## config.mk

```make
export PLATFORM = sky130hd
export DESIGN_NAME = port_e_f_pin_function_mux
export DESIGN_NICKNAME = d
export VERILOG_FILES = /design/src/pin_mux_pkg.sv /design/src/sel_reg_file.sv /design/src/in_src_sel.sv /design/src/port_e_f_pin_function_mux.sv
export VERILOG_INCLUDE_DIRS = /design/src
export SDC_FILE = /design/constraint.sdc
export NUM_CORES = 1
export LEC_CHECK = 0
export ABC_AREA = 1
export BUFFER_PORTS_ARGS = -buffer_cell sky130_fd_sc_hd__clkbuf_2
export CORE_MARGIN = 2
export CORE_UTILIZATION = 45
export CTS_BUF_LIST = sky130_fd_sc_hd__clkbuf_8
export CTS_CLUSTER_DIAMETER = 100
export DETAILED_ROUTE_END_ITERATION = 8
export HOLD_SLACK_MARGIN = 0.06
export PLACE_DENSITY = 0.74
export RECOVER_POWER = 100
export SYNTH_ARGS = -nofsm -noshare
export SYNTH_HDL_FRONTEND = slang
export SYNTH_SLANG_ARGS = --single-unit
export TNS_END_PERCENT = 1
```

## constraint.sdc

```tcl
create_clock -name CLK -period 2 [get_ports CLK]
set_input_delay 0.1 -clock CLK [delete_from_list [all_inputs] [get_ports CLK]]
set_output_delay 0.1 -clock CLK [all_outputs]
set_load 0.005 [all_outputs]
```

## src/pin_mux_map.svh

```systemverilog
// Register offsets, field positions and reset values of the pin mux.
// Assumes inclusion by bare name from files in the same folder.
`ifndef PIN_MUX_MAP_SVH
`define PIN_MUX_MAP_SVH

// ----------------------------------------------------------------
// Register offsets
// ----------------------------------------------------------------
`define PORT_E_LOW_SEL_OFS     4'h0
`define PORT_E_LINE4_SEL_OFS   4'h1
`define PORT_F_LOW_SEL_OFS     4'h2
`define PORT_F_HIGH_SEL_OFS    4'h3
`define TIMER_CLK_SRC_SEL_OFS  4'h4
`define SERIAL_IRQ_SRC_SEL_OFS 4'h5

// ----------------------------------------------------------------
// Field positions and masks
// ----------------------------------------------------------------
`define FIELD0_LSB             0
`define FIELD1_LSB             2
`define FIELD2_LSB             4
`define FIELD3_LSB             6
`define LINE4_SEL_MASK         8'h03
`define SEVEN_BIT_MASK         8'h7f
`define SEL_RESET              8'h00
`define READ_UNMAPPED          8'h00

`endif

```

## src/pin_mux_pkg.sv

```systemverilog
// Types shared by the pin mux files.
// Assumes pin_mux_map.svh supplies the numeric constants.
package pin_mux_pkg;

  typedef enum logic [1:0]
  {
    CODE_IO0 = 2'b00,
    CODE_IO1 = 2'b01,
    CODE_ALT = 2'b10,
    CODE_SPC = 2'b11
  } sel_code_type;

  typedef struct packed
  {
    logic [7:0] e_low;
    logic [7:0] e_line4;
    logic [7:0] f_low;
    logic [7:0] f_high;
    logic [7:0] tmr_src;
    logic [7:0] ser_src;
  } sel_regs_type;

  typedef struct packed
  {
    logic [3:0] addr;
    logic [7:0] wdata;
    logic       wr;
    logic       rd;
  } bus_req_type;

endpackage : pin_mux_pkg

```

## src/sel_reg_file.sv

```systemverilog
// Holds the six select registers and answers the register port.
// Assumes one clock; reads answer in the following cycle.
`timescale 1ns/1ps
`include "pin_mux_map.svh"
module sel_reg_file
(
  input  wire logic                      clk,
  input  wire logic                      rst_n,
  input  wire pin_mux_pkg::bus_req_type  req,
  output logic [7:0]                     rdata_reg,
  output pin_mux_pkg::sel_regs_type      regs_reg
);

  // ----------------------------------------------------------------
  // Decode
  // ----------------------------------------------------------------
  wire logic [7:0] wmask;
  wire logic [7:0] rd_next;

  // Unimplemented bits are masked on write so they always read zero.
  assign wmask = (req.addr == `PORT_E_LINE4_SEL_OFS) ? `LINE4_SEL_MASK :
                 (req.addr == `TIMER_CLK_SRC_SEL_OFS ||
                  req.addr == `SERIAL_IRQ_SRC_SEL_OFS) ? `SEVEN_BIT_MASK :
                 8'hff;

  assign rd_next =
    (req.addr == `PORT_E_LOW_SEL_OFS)     ? regs_reg.e_low   :
    (req.addr == `PORT_E_LINE4_SEL_OFS)   ? regs_reg.e_line4 :
    (req.addr == `PORT_F_LOW_SEL_OFS)     ? regs_reg.f_low   :
    (req.addr == `PORT_F_HIGH_SEL_OFS)    ? regs_reg.f_high  :
    (req.addr == `TIMER_CLK_SRC_SEL_OFS)  ? regs_reg.tmr_src :
    (req.addr == `SERIAL_IRQ_SRC_SEL_OFS) ? regs_reg.ser_src :
    `READ_UNMAPPED;

  // ----------------------------------------------------------------
  // Storage
  // ----------------------------------------------------------------
  always_ff @(posedge clk or negedge rst_n)
  begin
    if (!rst_n)
    begin
      regs_reg  <= '0;
      rdata_reg <= `SEL_RESET;
    end
    else
    begin
      if (req.rd)
        rdata_reg <= rd_next;
      if (req.wr)
        unique case (req.addr)
          `PORT_E_LOW_SEL_OFS:     regs_reg.e_low   <= req.wdata & wmask;
          `PORT_E_LINE4_SEL_OFS:   regs_reg.e_line4 <= req.wdata & wmask;
          `PORT_F_LOW_SEL_OFS:     regs_reg.f_low   <= req.wdata & wmask;
          `PORT_F_HIGH_SEL_OFS:    regs_reg.f_high  <= req.wdata & wmask;
          `TIMER_CLK_SRC_SEL_OFS:  regs_reg.tmr_src <= req.wdata & wmask;
          `SERIAL_IRQ_SRC_SEL_OFS: regs_reg.ser_src <= req.wdata & wmask;
          default:                 ;
        endcase
    end
  end

endmodule : sel_reg_file

```

## src/in_src_sel.sv

```systemverilog
// Picks each peripheral input from one of two candidate pins.
// Assumes pin levels are synchronous and the select bits registered.
`timescale 1ns/1ps
module in_src_sel
(
  input  wire logic [7:0] tmr_src,
  input  wire logic [7:0] ser_src,
  input  wire logic [1:0] cand_tmr [7],
  input  wire logic [1:0] cand_ser [7],
  output logic      [6:0] tmr_in,
  output logic      [6:0] ser_in
);

  // ----------------------------------------------------------------
  // Two-way selection
  // ----------------------------------------------------------------
  function automatic logic pick(input logic s, input logic [1:0] c);
    pick = s ? c[1] : c[0];
  endfunction : pick

  for (genvar i = 0; i < 7; i++)
  begin : g_sel
    assign tmr_in[i] = pick(tmr_src[i], cand_tmr[i]);
    assign ser_in[i] = pick(ser_src[i], cand_ser[i]);
  end

endmodule : in_src_sel

```

## src/port_e_f_pin_function_mux.sv

```systemverilog
// Pin-function multiplexer for port E lines 0, 1, 4 and port F lines 0-7,
// with the two-way input source selectors for timers, serial and irqs.
// Assumes synchronous pin inputs, one clock CLK and async reset RST_N.
//
// Summary of operation
// - PE1 codes: io, io, timer0 out, spi data
// - PE0 codes: io with timer0 clock, 11 spi select
// - Line4 select bits 7..2 read zero
// - PE4: io for 00-10, io supply for 11
// - PF3: io, io, serial clock, lcd common3
// - PF2: io, io, serial data in, lcd common2
// - PF1: io, io, serial data out, lcd common1
// - PF0: io, io, serial select, lcd common0
// - PF7: io, uart1 tx, timer2 out, comp+
// - PF6: io with timer2 clock, uart1 rx, comp-
// - PF5: io, io, periodic timer0 out, crystal in
// - PF4: io with periodic clock0, 11 crystal out
// - Timer clock selectors pick one of two pins
// - Serial select source: PA1 or alternate pin
// - Serial data source: PA4 or PF2
// - Serial clock source: PA5 or PF3
// - Irq2 PA4/PD0, irq3 PA5/PC7
// - Irq1 PA3/PA7, irq0 PA1/PA6
`timescale 1ns/1ps
`include "pin_mux_map.svh"
module port_e_f_pin_function_mux
(
  input  wire logic       CLK,
  input  wire logic       RST_N,
  input  wire logic [3:0] ADDR,
  input  wire logic [7:0] WDATA,
  input  wire logic       WR,
  input  wire logic       RD,
  output logic      [7:0] RDATA,
  // Pin levels seen at the pads.
  input  wire logic [7:0] PA_IN,
  input  wire logic [7:0] PB_IN,
  input  wire logic [7:0] PC_IN,
  input  wire logic [7:0] PD_IN,
  input  wire logic [4:0] PE_IN,
  input  wire logic [7:0] PF_IN,
  // Port data latch and output enable (low drives) from the port block.
  input  wire logic [4:0] PE_IO_OUT,
  input  wire logic [4:0] PE_IO_OE_N,
  input  wire logic [7:0] PF_IO_OUT,
  input  wire logic [7:0] PF_IO_OE_N,
  // Peripheral outputs that may claim a pin.
  input  wire logic       STD_TIMER_OUT0,
  input  wire logic       STD_TIMER_OUT2,
  input  wire logic       PERIODIC_TIMER_OUT0,
  input  wire logic       AUX_SPI_DATA_OUT,
  input  wire logic       SERIAL_SDO,
  input  wire logic       SERIAL_SCK_OUT,
  input  wire logic       SERIAL_SCK_OE_N,
  input  wire logic       SERIAL_SDA_OUT,
  input  wire logic       SERIAL_SDA_OE_N,
  input  wire logic       UART1_TRANSMIT,
  input  wire logic [3:0] LCD_COMMON,
  // Pad drive for the lines handled here.
  output logic      [4:0] PE_OUT,
  output logic      [4:0] PE_OE_N,
  output logic      [7:0] PF_OUT,
  output logic      [7:0] PF_OE_N,
  // Analog / special pad routing, high when connected.
  output logic            IO_SUPPLY_INPUT_EN,
  output logic            COMPARATOR0_POS_IN_EN,
  output logic            COMPARATOR0_NEG_IN_EN,
  output logic            CRYSTAL_IN_EN,
  output logic            CRYSTAL_OUT_EN,
  output logic      [3:0] LCD_COMMON_EN,
  // Inputs delivered to peripherals.
  output logic      [2:0] STD_TIMER_CLK_IN,
  output logic      [3:0] PERIODIC_TIMER_CLK_IN,
  output logic            SERIAL_IF_SELECT_N,
  output logic            SERIAL_DATA_IN,
  output logic            SERIAL_CLOCK_IN,
  output logic            AUX_SPI_SELECT,
  output logic            UART1_RECEIVE,
  output logic      [3:0] EXT_IRQ
);

  // ----------------------------------------------------------------
  // Registers
  // ----------------------------------------------------------------
  pin_mux_pkg::bus_req_type  req;
  pin_mux_pkg::sel_regs_type regs;
  logic [7:0]                rdata_q;

  assign req.addr  = ADDR;
  assign req.wdata = WDATA;
  assign req.wr    = WR;
  assign req.rd    = RD;
  assign RDATA     = rdata_q;

  sel_reg_file u_regs
  (
    .clk       (CLK),
    .rst_n     (RST_N),
    .req       (req),
    .rdata_reg (rdata_q),
    .regs_reg  (regs)
  );

  // ----------------------------------------------------------------
  // Field decode
  // ----------------------------------------------------------------
  function automatic pin_mux_pkg::sel_code_type fld(input logic [7:0] r,
                                                    input int lsb);
    fld = pin_mux_pkg::sel_code_type'(r[lsb +: 2]);
  endfunction : fld

  pin_mux_pkg::sel_code_type pe0_c, pe1_c, pe4_c;
  pin_mux_pkg::sel_code_type pf0_c, pf1_c, pf2_c, pf3_c;
  pin_mux_pkg::sel_code_type pf4_c, pf5_c, pf6_c, pf7_c;

  assign pe0_c = fld(regs.e_low, `FIELD0_LSB);
  assign pe1_c = fld(regs.e_low, `FIELD1_LSB);
  assign pe4_c = fld(regs.e_line4, `FIELD0_LSB);
  assign pf0_c = fld(regs.f_low, `FIELD0_LSB);
  assign pf1_c = fld(regs.f_low, `FIELD1_LSB);
  assign pf2_c = fld(regs.f_low, `FIELD2_LSB);
  assign pf3_c = fld(regs.f_low, `FIELD3_LSB);
  assign pf4_c = fld(regs.f_high, `FIELD0_LSB);
  assign pf5_c = fld(regs.f_high, `FIELD1_LSB);
  assign pf6_c = fld(regs.f_high, `FIELD2_LSB);
  assign pf7_c = fld(regs.f_high, `FIELD3_LSB);

  // Port E lines 2 and 3 belong to fields not handled here.
  wire logic pe1_tmr  = (pe1_c == pin_mux_pkg::CODE_ALT);
  wire logic pe1_spi  = (pe1_c == pin_mux_pkg::CODE_SPC);
  wire logic pe0_spi  = (pe0_c == pin_mux_pkg::CODE_SPC);
  wire logic pe4_vdd  = (pe4_c == pin_mux_pkg::CODE_SPC);
  wire logic pf3_ser  = (pf3_c == pin_mux_pkg::CODE_ALT);
  wire logic pf2_ser  = (pf2_c == pin_mux_pkg::CODE_ALT);
  wire logic pf1_ser  = (pf1_c == pin_mux_pkg::CODE_ALT);
  wire logic pf0_ser  = (pf0_c == pin_mux_pkg::CODE_ALT);
  wire logic pf7_tx   = (pf7_c == pin_mux_pkg::CODE_IO1);
  wire logic pf7_tmr  = (pf7_c == pin_mux_pkg::CODE_ALT);
  wire logic pf7_cmp  = (pf7_c == pin_mux_pkg::CODE_SPC);
  wire logic pf6_rx   = (pf6_c == pin_mux_pkg::CODE_ALT);
  wire logic pf6_cmp  = (pf6_c == pin_mux_pkg::CODE_SPC);
  // Code 01 of line 5 is taken as plain port I/O.
  wire logic pf5_tmr  = (pf5_c == pin_mux_pkg::CODE_ALT);
  wire logic pf5_xt   = (pf5_c == pin_mux_pkg::CODE_SPC);
  wire logic pf4_xt   = (pf4_c == pin_mux_pkg::CODE_SPC);

  wire logic [3:0] lcd_sel;
  assign lcd_sel = {pf3_c == pin_mux_pkg::CODE_SPC,
                    pf2_c == pin_mux_pkg::CODE_SPC,
                    pf1_c == pin_mux_pkg::CODE_SPC,
                    pf0_c == pin_mux_pkg::CODE_SPC};

  // ----------------------------------------------------------------
  // Pad drive
  // ----------------------------------------------------------------
  // Analog functions and input-only roles release the pad (enable high); PF2/PF3 serial roles follow the serial enables; LCD common and spi data drive it.
  logic [4:0] pe_out_next, pe_oe_n_next;
  logic [7:0] pf_out_next, pf_oe_n_next;

  assign pe_out_next[0] = PE_IO_OUT[0];
  assign pe_oe_n_next[0] = pe0_spi ? 1'b1 : PE_IO_OE_N[0];
  assign pe_out_next[1] = pe1_tmr ? STD_TIMER_OUT0 :
                          pe1_spi ? AUX_SPI_DATA_OUT :
                          PE_IO_OUT[1];
  assign pe_oe_n_next[1] = (pe1_tmr | pe1_spi) ? 1'b0 : PE_IO_OE_N[1];
  assign pe_out_next[3:2] = PE_IO_OUT[3:2];
  assign pe_oe_n_next[3:2] = PE_IO_OE_N[3:2];
  assign pe_out_next[4] = PE_IO_OUT[4];
  assign pe_oe_n_next[4] = pe4_vdd ? 1'b1 : PE_IO_OE_N[4];

  assign pf_out_next[0] = lcd_sel[0] ? LCD_COMMON[0] : PF_IO_OUT[0];
  assign pf_oe_n_next[0] = pf0_ser ? 1'b1 :
                           lcd_sel[0] ? 1'b0 : PF_IO_OE_N[0];
  assign pf_out_next[1] = pf1_ser ? SERIAL_SDO :
                          lcd_sel[1] ? LCD_COMMON[1] : PF_IO_OUT[1];
  assign pf_oe_n_next[1] = (pf1_ser | lcd_sel[1]) ? 1'b0 :
                           PF_IO_OE_N[1];
  assign pf_out_next[2] = pf2_ser ? SERIAL_SDA_OUT :
                          lcd_sel[2] ? LCD_COMMON[2] : PF_IO_OUT[2];
  assign pf_oe_n_next[2] = pf2_ser ? SERIAL_SDA_OE_N :
                           lcd_sel[2] ? 1'b0 : PF_IO_OE_N[2];
  assign pf_out_next[3] = pf3_ser ? SERIAL_SCK_OUT :
                          lcd_sel[3] ? LCD_COMMON[3] : PF_IO_OUT[3];
  assign pf_oe_n_next[3] = pf3_ser ? SERIAL_SCK_OE_N :
                           lcd_sel[3] ? 1'b0 : PF_IO_OE_N[3];
  assign pf_out_next[4] = PF_IO_OUT[4];
  assign pf_oe_n_next[4] = pf4_xt ? 1'b1 : PF_IO_OE_N[4];
  assign pf_out_next[5] = pf5_tmr ? PERIODIC_TIMER_OUT0 : PF_IO_OUT[5];
  assign pf_oe_n_next[5] = pf5_tmr ? 1'b0 :
                           pf5_xt ? 1'b1 : PF_IO_OE_N[5];
  assign pf_out_next[6] = PF_IO_OUT[6];
  assign pf_oe_n_next[6] = (pf6_rx | pf6_cmp) ? 1'b1 :
                           PF_IO_OE_N[6];
  assign pf_out_next[7] = pf7_tx ? UART1_TRANSMIT :
                          pf7_tmr ? STD_TIMER_OUT2 : PF_IO_OUT[7];
  assign pf_oe_n_next[7] = (pf7_tx | pf7_tmr) ? 1'b0 :
                           pf7_cmp ? 1'b1 : PF_IO_OE_N[7];

  // ----------------------------------------------------------------
  // Input source selection
  // ----------------------------------------------------------------
  // A function input whose pin is claimed by another role sees its idle level (high for the
  // selects and uart1 rx, low otherwise), so a stray toggle cannot clock or trigger the peripheral.
  logic [1:0] cand_tmr [7];
  logic [1:0] cand_ser [7];
  logic [6:0] tmr_in, ser_in;

  wire logic pe0_io = ~pe0_spi;
  wire logic pf2_rt = pf2_ser;
  wire logic pf3_rt = pf3_ser;
  wire logic pf6_io = ~(pf6_rx | pf6_cmp);
  wire logic pf4_io = ~pf4_xt;

  assign cand_tmr[0] = {PE_IN[0] & pe0_io, PC_IN[7]};
  assign cand_tmr[1] = {PB_IN[7], PD_IN[1]};
  assign cand_tmr[2] = {PB_IN[0], PF_IN[6] & pf6_io};
  assign cand_tmr[3] = {PF_IN[4] & pf4_io, PC_IN[3]};
  assign cand_tmr[4] = {PE_IN[2], PC_IN[5]};
  assign cand_tmr[5] = {PB_IN[2], PD_IN[3]};
  assign cand_tmr[6] = {PB_IN[1], PD_IN[5]};
  assign cand_ser[0] = {PA_IN[6], PA_IN[1]};
  assign cand_ser[1] = {PA_IN[7], PA_IN[3]};
  assign cand_ser[2] = {PD_IN[0], PA_IN[4]};
  assign cand_ser[3] = {PC_IN[7], PA_IN[5]};
  assign cand_ser[4] = {PF_IN[3] & pf3_rt, PA_IN[5]};
  assign cand_ser[5] = {PF_IN[2] & pf2_rt, PA_IN[4]};
  // The alternate select pin is port F line 0 in its serial role.
  assign cand_ser[6] = {pf0_ser ? PF_IN[0] : 1'b1, PA_IN[1]};

  in_src_sel u_src
  (
    .tmr_src  (regs.tmr_src),
    .ser_src  (regs.ser_src),
    .cand_tmr (cand_tmr),
    .cand_ser (cand_ser),
    .tmr_in   (tmr_in),
    .ser_in   (ser_in)
  );

  // ----------------------------------------------------------------
  // Output registers
  // ----------------------------------------------------------------
  // Registering adds one cycle, so a new select code acts next cycle.
  always_ff @(posedge CLK or negedge RST_N)
  begin
    if (!RST_N)
    begin
      PE_OUT  <= '0;
      PE_OE_N <= '1;
      PF_OUT  <= '0;
      PF_OE_N <= '1;
      {IO_SUPPLY_INPUT_EN, COMPARATOR0_POS_IN_EN} <= 2'h0;
      {COMPARATOR0_NEG_IN_EN, CRYSTAL_IN_EN, CRYSTAL_OUT_EN} <= 3'h0;
      LCD_COMMON_EN         <= 4'h0;
      STD_TIMER_CLK_IN      <= 3'h0;
      PERIODIC_TIMER_CLK_IN <= 4'h0;
      SERIAL_IF_SELECT_N    <= 1'b1;
      SERIAL_DATA_IN        <= 1'b0;
      SERIAL_CLOCK_IN       <= 1'b0;
      AUX_SPI_SELECT        <= 1'b1;
      UART1_RECEIVE         <= 1'b1;
      EXT_IRQ               <= 4'h0;
    end
    else
    begin
      PE_OUT  <= pe_out_next;
      PE_OE_N <= pe_oe_n_next;
      PF_OUT  <= pf_out_next;
      PF_OE_N <= pf_oe_n_next;
      IO_SUPPLY_INPUT_EN    <= pe4_vdd;
      COMPARATOR0_POS_IN_EN <= pf7_cmp;
      COMPARATOR0_NEG_IN_EN <= pf6_cmp;
      CRYSTAL_IN_EN         <= pf5_xt;
      CRYSTAL_OUT_EN        <= pf4_xt;
      LCD_COMMON_EN         <= lcd_sel;
      STD_TIMER_CLK_IN      <= tmr_in[2:0];
      PERIODIC_TIMER_CLK_IN <= tmr_in[6:3];
      EXT_IRQ               <= ser_in[3:0];
      SERIAL_CLOCK_IN       <= ser_in[4];
      SERIAL_DATA_IN        <= ser_in[5];
      SERIAL_IF_SELECT_N    <= ser_in[6];
      AUX_SPI_SELECT        <= pe0_spi ? PE_IN[0] : 1'b1;
      UART1_RECEIVE         <= pf6_rx ? PF_IN[6] : 1'b1;
    end
  end

endmodule : port_e_f_pin_function_mux

```

# After elaboration in Yosys (flattened, before gate mapping)
# Index checks and enable logic that the tools add are counted.
[totals]
reg_bits = 107
output_inout_bits = 59
word_cells = 124
[classes]
n_eq_ne = 25
mux = 53
n_bitwise = 13
n_reduce_logical = 8
[ops]
columns = ["op", "n"]
rows = [
  ["$mux 8", 8],
  ["$mux 1", 45],
  ["$eq 2x2->1 const B", 19],
  ["$reduce_and 2->1", 6],
  ["$and 8x8->8", 1],
  ["$eq 4x2->1 const B", 2],
  ["$eq 4x3->1 const B", 2],
  ["$and 1x1->1", 5],
  ["$eq 4x1->1 const B", 1],
  ["$logic_not 4->1", 1],
  ["$or 1x1->1", 4],
  ["$not 1->1", 3],
  ["$eq 2x1->1 const B", 1],
  ["$logic_or 1x1->1", 1],
]

# Logic depth before layout (Yosys ltp)
[logic_depth]
ltp_word = 7
ltp_mapped = 9

# Cells and area by module
# From an unflattened synthesis, not the netlist that was laid out.
[hier_totals]
cells_unflattened = 495
area_unflattened_um2 = 4490.6
[modules_own_cells]
columns = ["module", "n_inst", "cells_each", "area_each_um2", "seq_area_each_um2"]
rows = [
  ["sel_reg_file", 1, 293, 2549.9, 1401.3],
  ["port_e_f_pin_function_mux", 1, 146, 1730.4, 1296.2],
  ["in_src_sel", 1, 56, 210.2, 0.0],
]

# Least setup slack after synthesis
# OpenSTA, ideal clock, no wires.
[synth_timing]
path_kind = "reg-to-reg"
startpoint = "register u_regs.regs_reg[19] (netlist bit)"
endpoint = "register PF_OUT[5]"
setup_time_ns = 0.125
arrival_ns = 0.815
path_slack_ns = 1.061
stages_incl_launch_ff = 4
n_path_buf = 0
cell_sequence = "dfrtp_1 > inv_1 > nor2_1 > mux2_2"
[synth_between]
elab_chain_cells = 2
[synth_rtl]
columns = ["item", "line_no", "source"]
rows = [
  ["start: declaration", "sel_reg_file.sv:11", "output pin_mux_pkg::sel_regs_type regs_reg"],
  ["$eq 2x2->1", "port_e_f_pin_function_mux.sv:143", "wire logic pf5_tmr = (pf5_c == pin_mux_pkg::CODE_ALT);"],
  ["$mux 1", "port_e_f_pin_function_mux.sv:188", "assign pf_out_next[5] = pf5_tmr ? PERIODIC_TIMER_OUT0 : PF_IO_OUT[5];"],
  ["via pf_out_next[5]", "port_e_f_pin_function_mux.sv:158", "logic [7:0] pf_out_next, pf_oe_n_next;"],
  ["end signal: assignment", "port_e_f_pin_function_mux.sv:268", "PF_OUT <= pf_out_next;"],
  ["end: declaration", "port_e_f_pin_function_mux.sv:62", "output logic [7:0] PF_OUT,"],
]
# The timed path passes the listed nets, and every way through them passes these cells.
# A chain may end at the register's enable or synchronous reset.

# Final worst setup path
[layout_timing]
startpoint = "register u_regs.regs_reg[22] (netlist bit)"
endpoint = "register PF_OUT[7]"
[layout_between]
elab_chain_cells = 3
[layout_rtl]
columns = ["item", "line_no", "source"]
rows = [
  ["$eq 2x2->1", "port_e_f_pin_function_mux.sv:138", "wire logic pf7_tmr = (pf7_c == pin_mux_pkg::CODE_ALT);"],
  ["$mux 1", "port_e_f_pin_function_mux.sv:195", "pf7_tmr ? STD_TIMER_OUT2 : PF_IO_OUT[7];"],
  ["$mux 1 *", "port_e_f_pin_function_mux.sv:194", "assign pf_out_next[7] = pf7_tx ? UART1_TRANSMIT :"],
  ["via pf_out_next[7]", "port_e_f_pin_function_mux.sv:158", ""],
]
# Mark *: on every way through the listed nets, which the timed path passes. The rest lies on a longest branch.

==> results.md <==
STA:
- The count of final max-slew check failures came to 0.
- Setup repair after global routing left no endpoint under its margin.
- The final number of hold-violating endpoints is 0.
- The worst slew slack as a fraction of its limit is 0.2719.
- The minimum clock period is 1.616 ns.
- Setup violations remaining at the end of the flow were counted as 0.
- The final critical-path setup slack is 0.3838 ns.
- Of the available clock period, the critical path in the final layout requires 0.8081.
- The maximum achievable frequency is 618.8 MHz.
- After routing, the total negative slack on setup checks comes to 0 ns.
- For the pin with the worst max-slew slack, the measured transition is 1.092 ns.
- The final clock skew is 0.01002 ns.

Clock network:
- At the later pin of the worst-skew pair, clock insertion delay measures 0.37 ns.
- Clock tree synthesis found a total of 107 sinks.
- Hold repair after CTS inserted 64 buffers.
- The number of gates resized after CTS was 0.
- Buffers inserted during clock tree synthesis total 9.
- The level count of the clock H-tree is 3.
- TritonCTS built the clock tree.
- Once the clock tree was built, the setup fixing pass inserted 0 buffers.
- The clock tree root driver cell is clkbuf_8.
- The maximum clock insertion buffer count is 2.
- After clock tree synthesis, the clock-pin slew on the worst setup and hold paths is 0.10 ns.

Worst setup path:
- In this run the worst path has a maximum fanout of 5.
- The worst setup path is captured at a flip-flop.
- The required time of the critical path is 2.31 ns.
- The path type of the worst setup path is flip-flop to flip-flop.
- Data arrives at the worst endpoint at 1.92 ns.
- The worst setup path is launched from a flip-flop.

Final layout:
- For this run, the share of the core covered by cells in the final layout is 0.6417.
- The area growth from synthesis to layout is 37.59%.
- The area taken by multi-input logic gates is 1376 µm².
- The register with the most flip-flops in the layout has 48 of them.
- Across the whole layout, storage elements account for 2698 µm².
- The number of inserted diodes is 0.
- The layout cell share with drive strength beyond 1 is 0.2329.
- After filler insertion, the fill cell instance count of the layout stands at 827.
- The total number of nets in the final design is 773.
- For this run, the number of standard cells in the final layout without fillers is 803.

Drt:
- The first-pass iteration count of the detailed router is 5.
- After detailed routing, the total wire length is 11180 µm.
- The post-detailed-route wirelength per cell is 13.92 µm.
- Once detail routing completed, the nets flagged for antenna violations numbered 0.
- In the routed design, unresolved DRC markers number 0.
- After detailed routing, the number of vias per cell comes to 4.788.
- The initial DRC count is 235.
- The number of vias after detailed routing is 3845.

Floorplanning:
- The core area is 9328 µm².
- The die covers 10470 µm².
- During I/O placement, the number of pins put on the boundary was 160.
- The initial core utilization is 0.4664.
- The initialized floorplan defines 35 standard-cell rows.
- The die is 102.3 µm wide.
- The die is 102.3 µm tall.

GRT:
- The global-route wire length before repair is 17660 µm.
- The met2 capacity usage during global routing is 0.3699.
- The number of antenna violations at the first check in global routing is 0.
- For this run, global-route usage on met1 was measured as 0.2941.
- The via count of the first global-routing pass is 3773.
- The pin count of the biggest net entering global routing is 43.
- Across every metal layer, demand over resource in global routing totals 0.2218.
- For this run, global-route usage on met3 was measured as 0.03830.
- Global routing finished with a remaining overflow of 0.
- The global-route layer with the greatest usage is met2.

Placement:
- Prior to clock tree synthesis, the placed netlist has a worst setup slack of 0.5810 ns.
- The number of cells after detailed placement is 723.
- The routability congestion estimate from global placement is 0.9567.
- The number of port buffers is 138.
- The HPWL after detailed placement is 7815 µm.

Synthesis:
- After technology mapping, the gate count stands at 460.
- Synthesis inferred 107 register bits.
- The average instance in the mapped netlist occupies 9.457 µm².
- Yosys attributes the largest share of cell area to dfrtp_1 (52%), nand2_1 (11%), dfstp_2 (9.7%).
- The largest area contributor in the netlist is dfrtp_1.
- After synthesis the cells add up to 4350 µm².
- The share of the Yosys chip area taken by registers is 0.6201.
- The number of different library cells in the post-synthesis netlist is 26.
- The top-area cell type share of the netlist area is 0.5234.
- The number of nets handed over by synthesis was 564.
- For this run, the number of Yosys warnings is 0.

Power and ir drop:
- The power density relative to cell area is 844.4 nW/µm².
- Summed over all cells, the static leakage comes to 3.162 nW.
- The worst-case IR drop observed on VDD is 0.3904 mV.

Outcome:
- The run finished with clean final reports.

Min path:
- The worst hold path belongs to the class input pin to flip-flop.

Run:
- Across the run, the number of max-cap violations was 0.
-- cells in the final DEF, fill, tap and decap left out, drive strengths merged, types with 2 or more instances in the layout --
cell           n
inv           54
dfrtp         91
dlygate4sd3   64
a22o           2
o211ai         6
dfstp         16
nand2        132
ha             3
nor2          21
clkinv         3
clkbuf       150
buf            5
mux2           6
or2            7
o21ai         58
nand3         49
-- metal layers --
| metal | part of all wire | up-vias |
|---|---|---|
| met1 | 0.44 | 1796 |
| met5 | 0 | - |
| met4 | 0.021 | 0 |
| li1 | - | 1886 |
| met2 | 0.47 | 147 |
| met3 | 0.063 | 16 |
-- worst paths after layout --
path / to / depth (start not counted) / slack (ns) / startpoint
setup reg to reg: PF_OUT[7] / 6 / 0.38 / u_regs.regs_reg[22]
hold / removal: u_regs.regs_reg[16] / 3 / 0.1 / WDATA[0]
max in group asynchronous: PF_OE_N[0] / 3 / 0.59 / RST_N
setup / recovery: PF_OUT[7] / 6 / 0.38 / u_regs.regs_reg[22]
min in group asynchronous: u_regs.rdata_reg[1] / 2 / 0.44 / RST_N
hold reg to reg: u_regs.regs_reg[39] / 2 / 0.49 / u_regs.regs_reg[39]
-- layout make-up --
cell class / count / area share
Clock buffer: 10 / 0.02299
Clock inverter: 6 / 0.01212
Timing Repair Buffer: 209 / 0.2241
Inverter: 53 / 0.03324
Multi-Input combinational cell: 289 / 0.2299
Tap cell: 129 / 0.02696
Sequential cell: 107 / 0.4507
-- worst max-delay path, stage by stage (launching register included) --
cell and delay (ns):
dfrtp_1 0.46, inv_1 0.07, ha_1 0.20, nand2_1 0.06, o21ai_0 0.06, o21ai_0 0.15
dlygate4sd3_1 0.56
-- cells by family after synthesis --
kind of cell / share of synthesized area
AND/OR/NAND/NOR: 0.2114
AO/OA/AOI/OAI: 0.08600
buffers and inverters: 0.05839
flip-flops: 0.6201
multiplexers: 0.01553
adder cells (fa/ha/maj): 0.008629
-- synthesized netlist by cell type --
master    count
nand3_2       3
o21ai_1      24
inv_2         6
a31oi_1       1
inv_1        47
or3_1         1
buf_4         1
buf_2         8
nand2_2       1
dfstp_2      16
dfrtp_1      91
o21ai_0      34
nor2_2        1
or2_2         7
ha_1          3
o21a_1        1
o31ai_1       1
nor2_1       17
o211ai_1      6
a22o_1        2
nand2_1     131
nor2_4        3
nand3_1      46
mux2_2        6
nand3b_1      1
clkbuf_1      2
-- metrics by stage --
stage               area, µm²  power (mW)  hold WS [ns]
global route             5986       5.329        0.1245
CTS                      6066       5.114       0.09081
detailed placement       5215       3.574     -0.007938
finish                   5986       5.054       0.09875
global placement         5215       3.527      -0.01428
floorplan                4350       3.117       -0.1956
-- report_power, final --
group / leakage, nW / switching (mW) / internal [mW]
clock network: 0.103 / 0.755 / 0.625
logic: 1.73 / 0.441 / 0.481
registers: 1.33 / 0.241 / 2.51
total: 3.16 / 1.44 / 3.62
No activity file was read; power rests on OpenSTA's default activity.
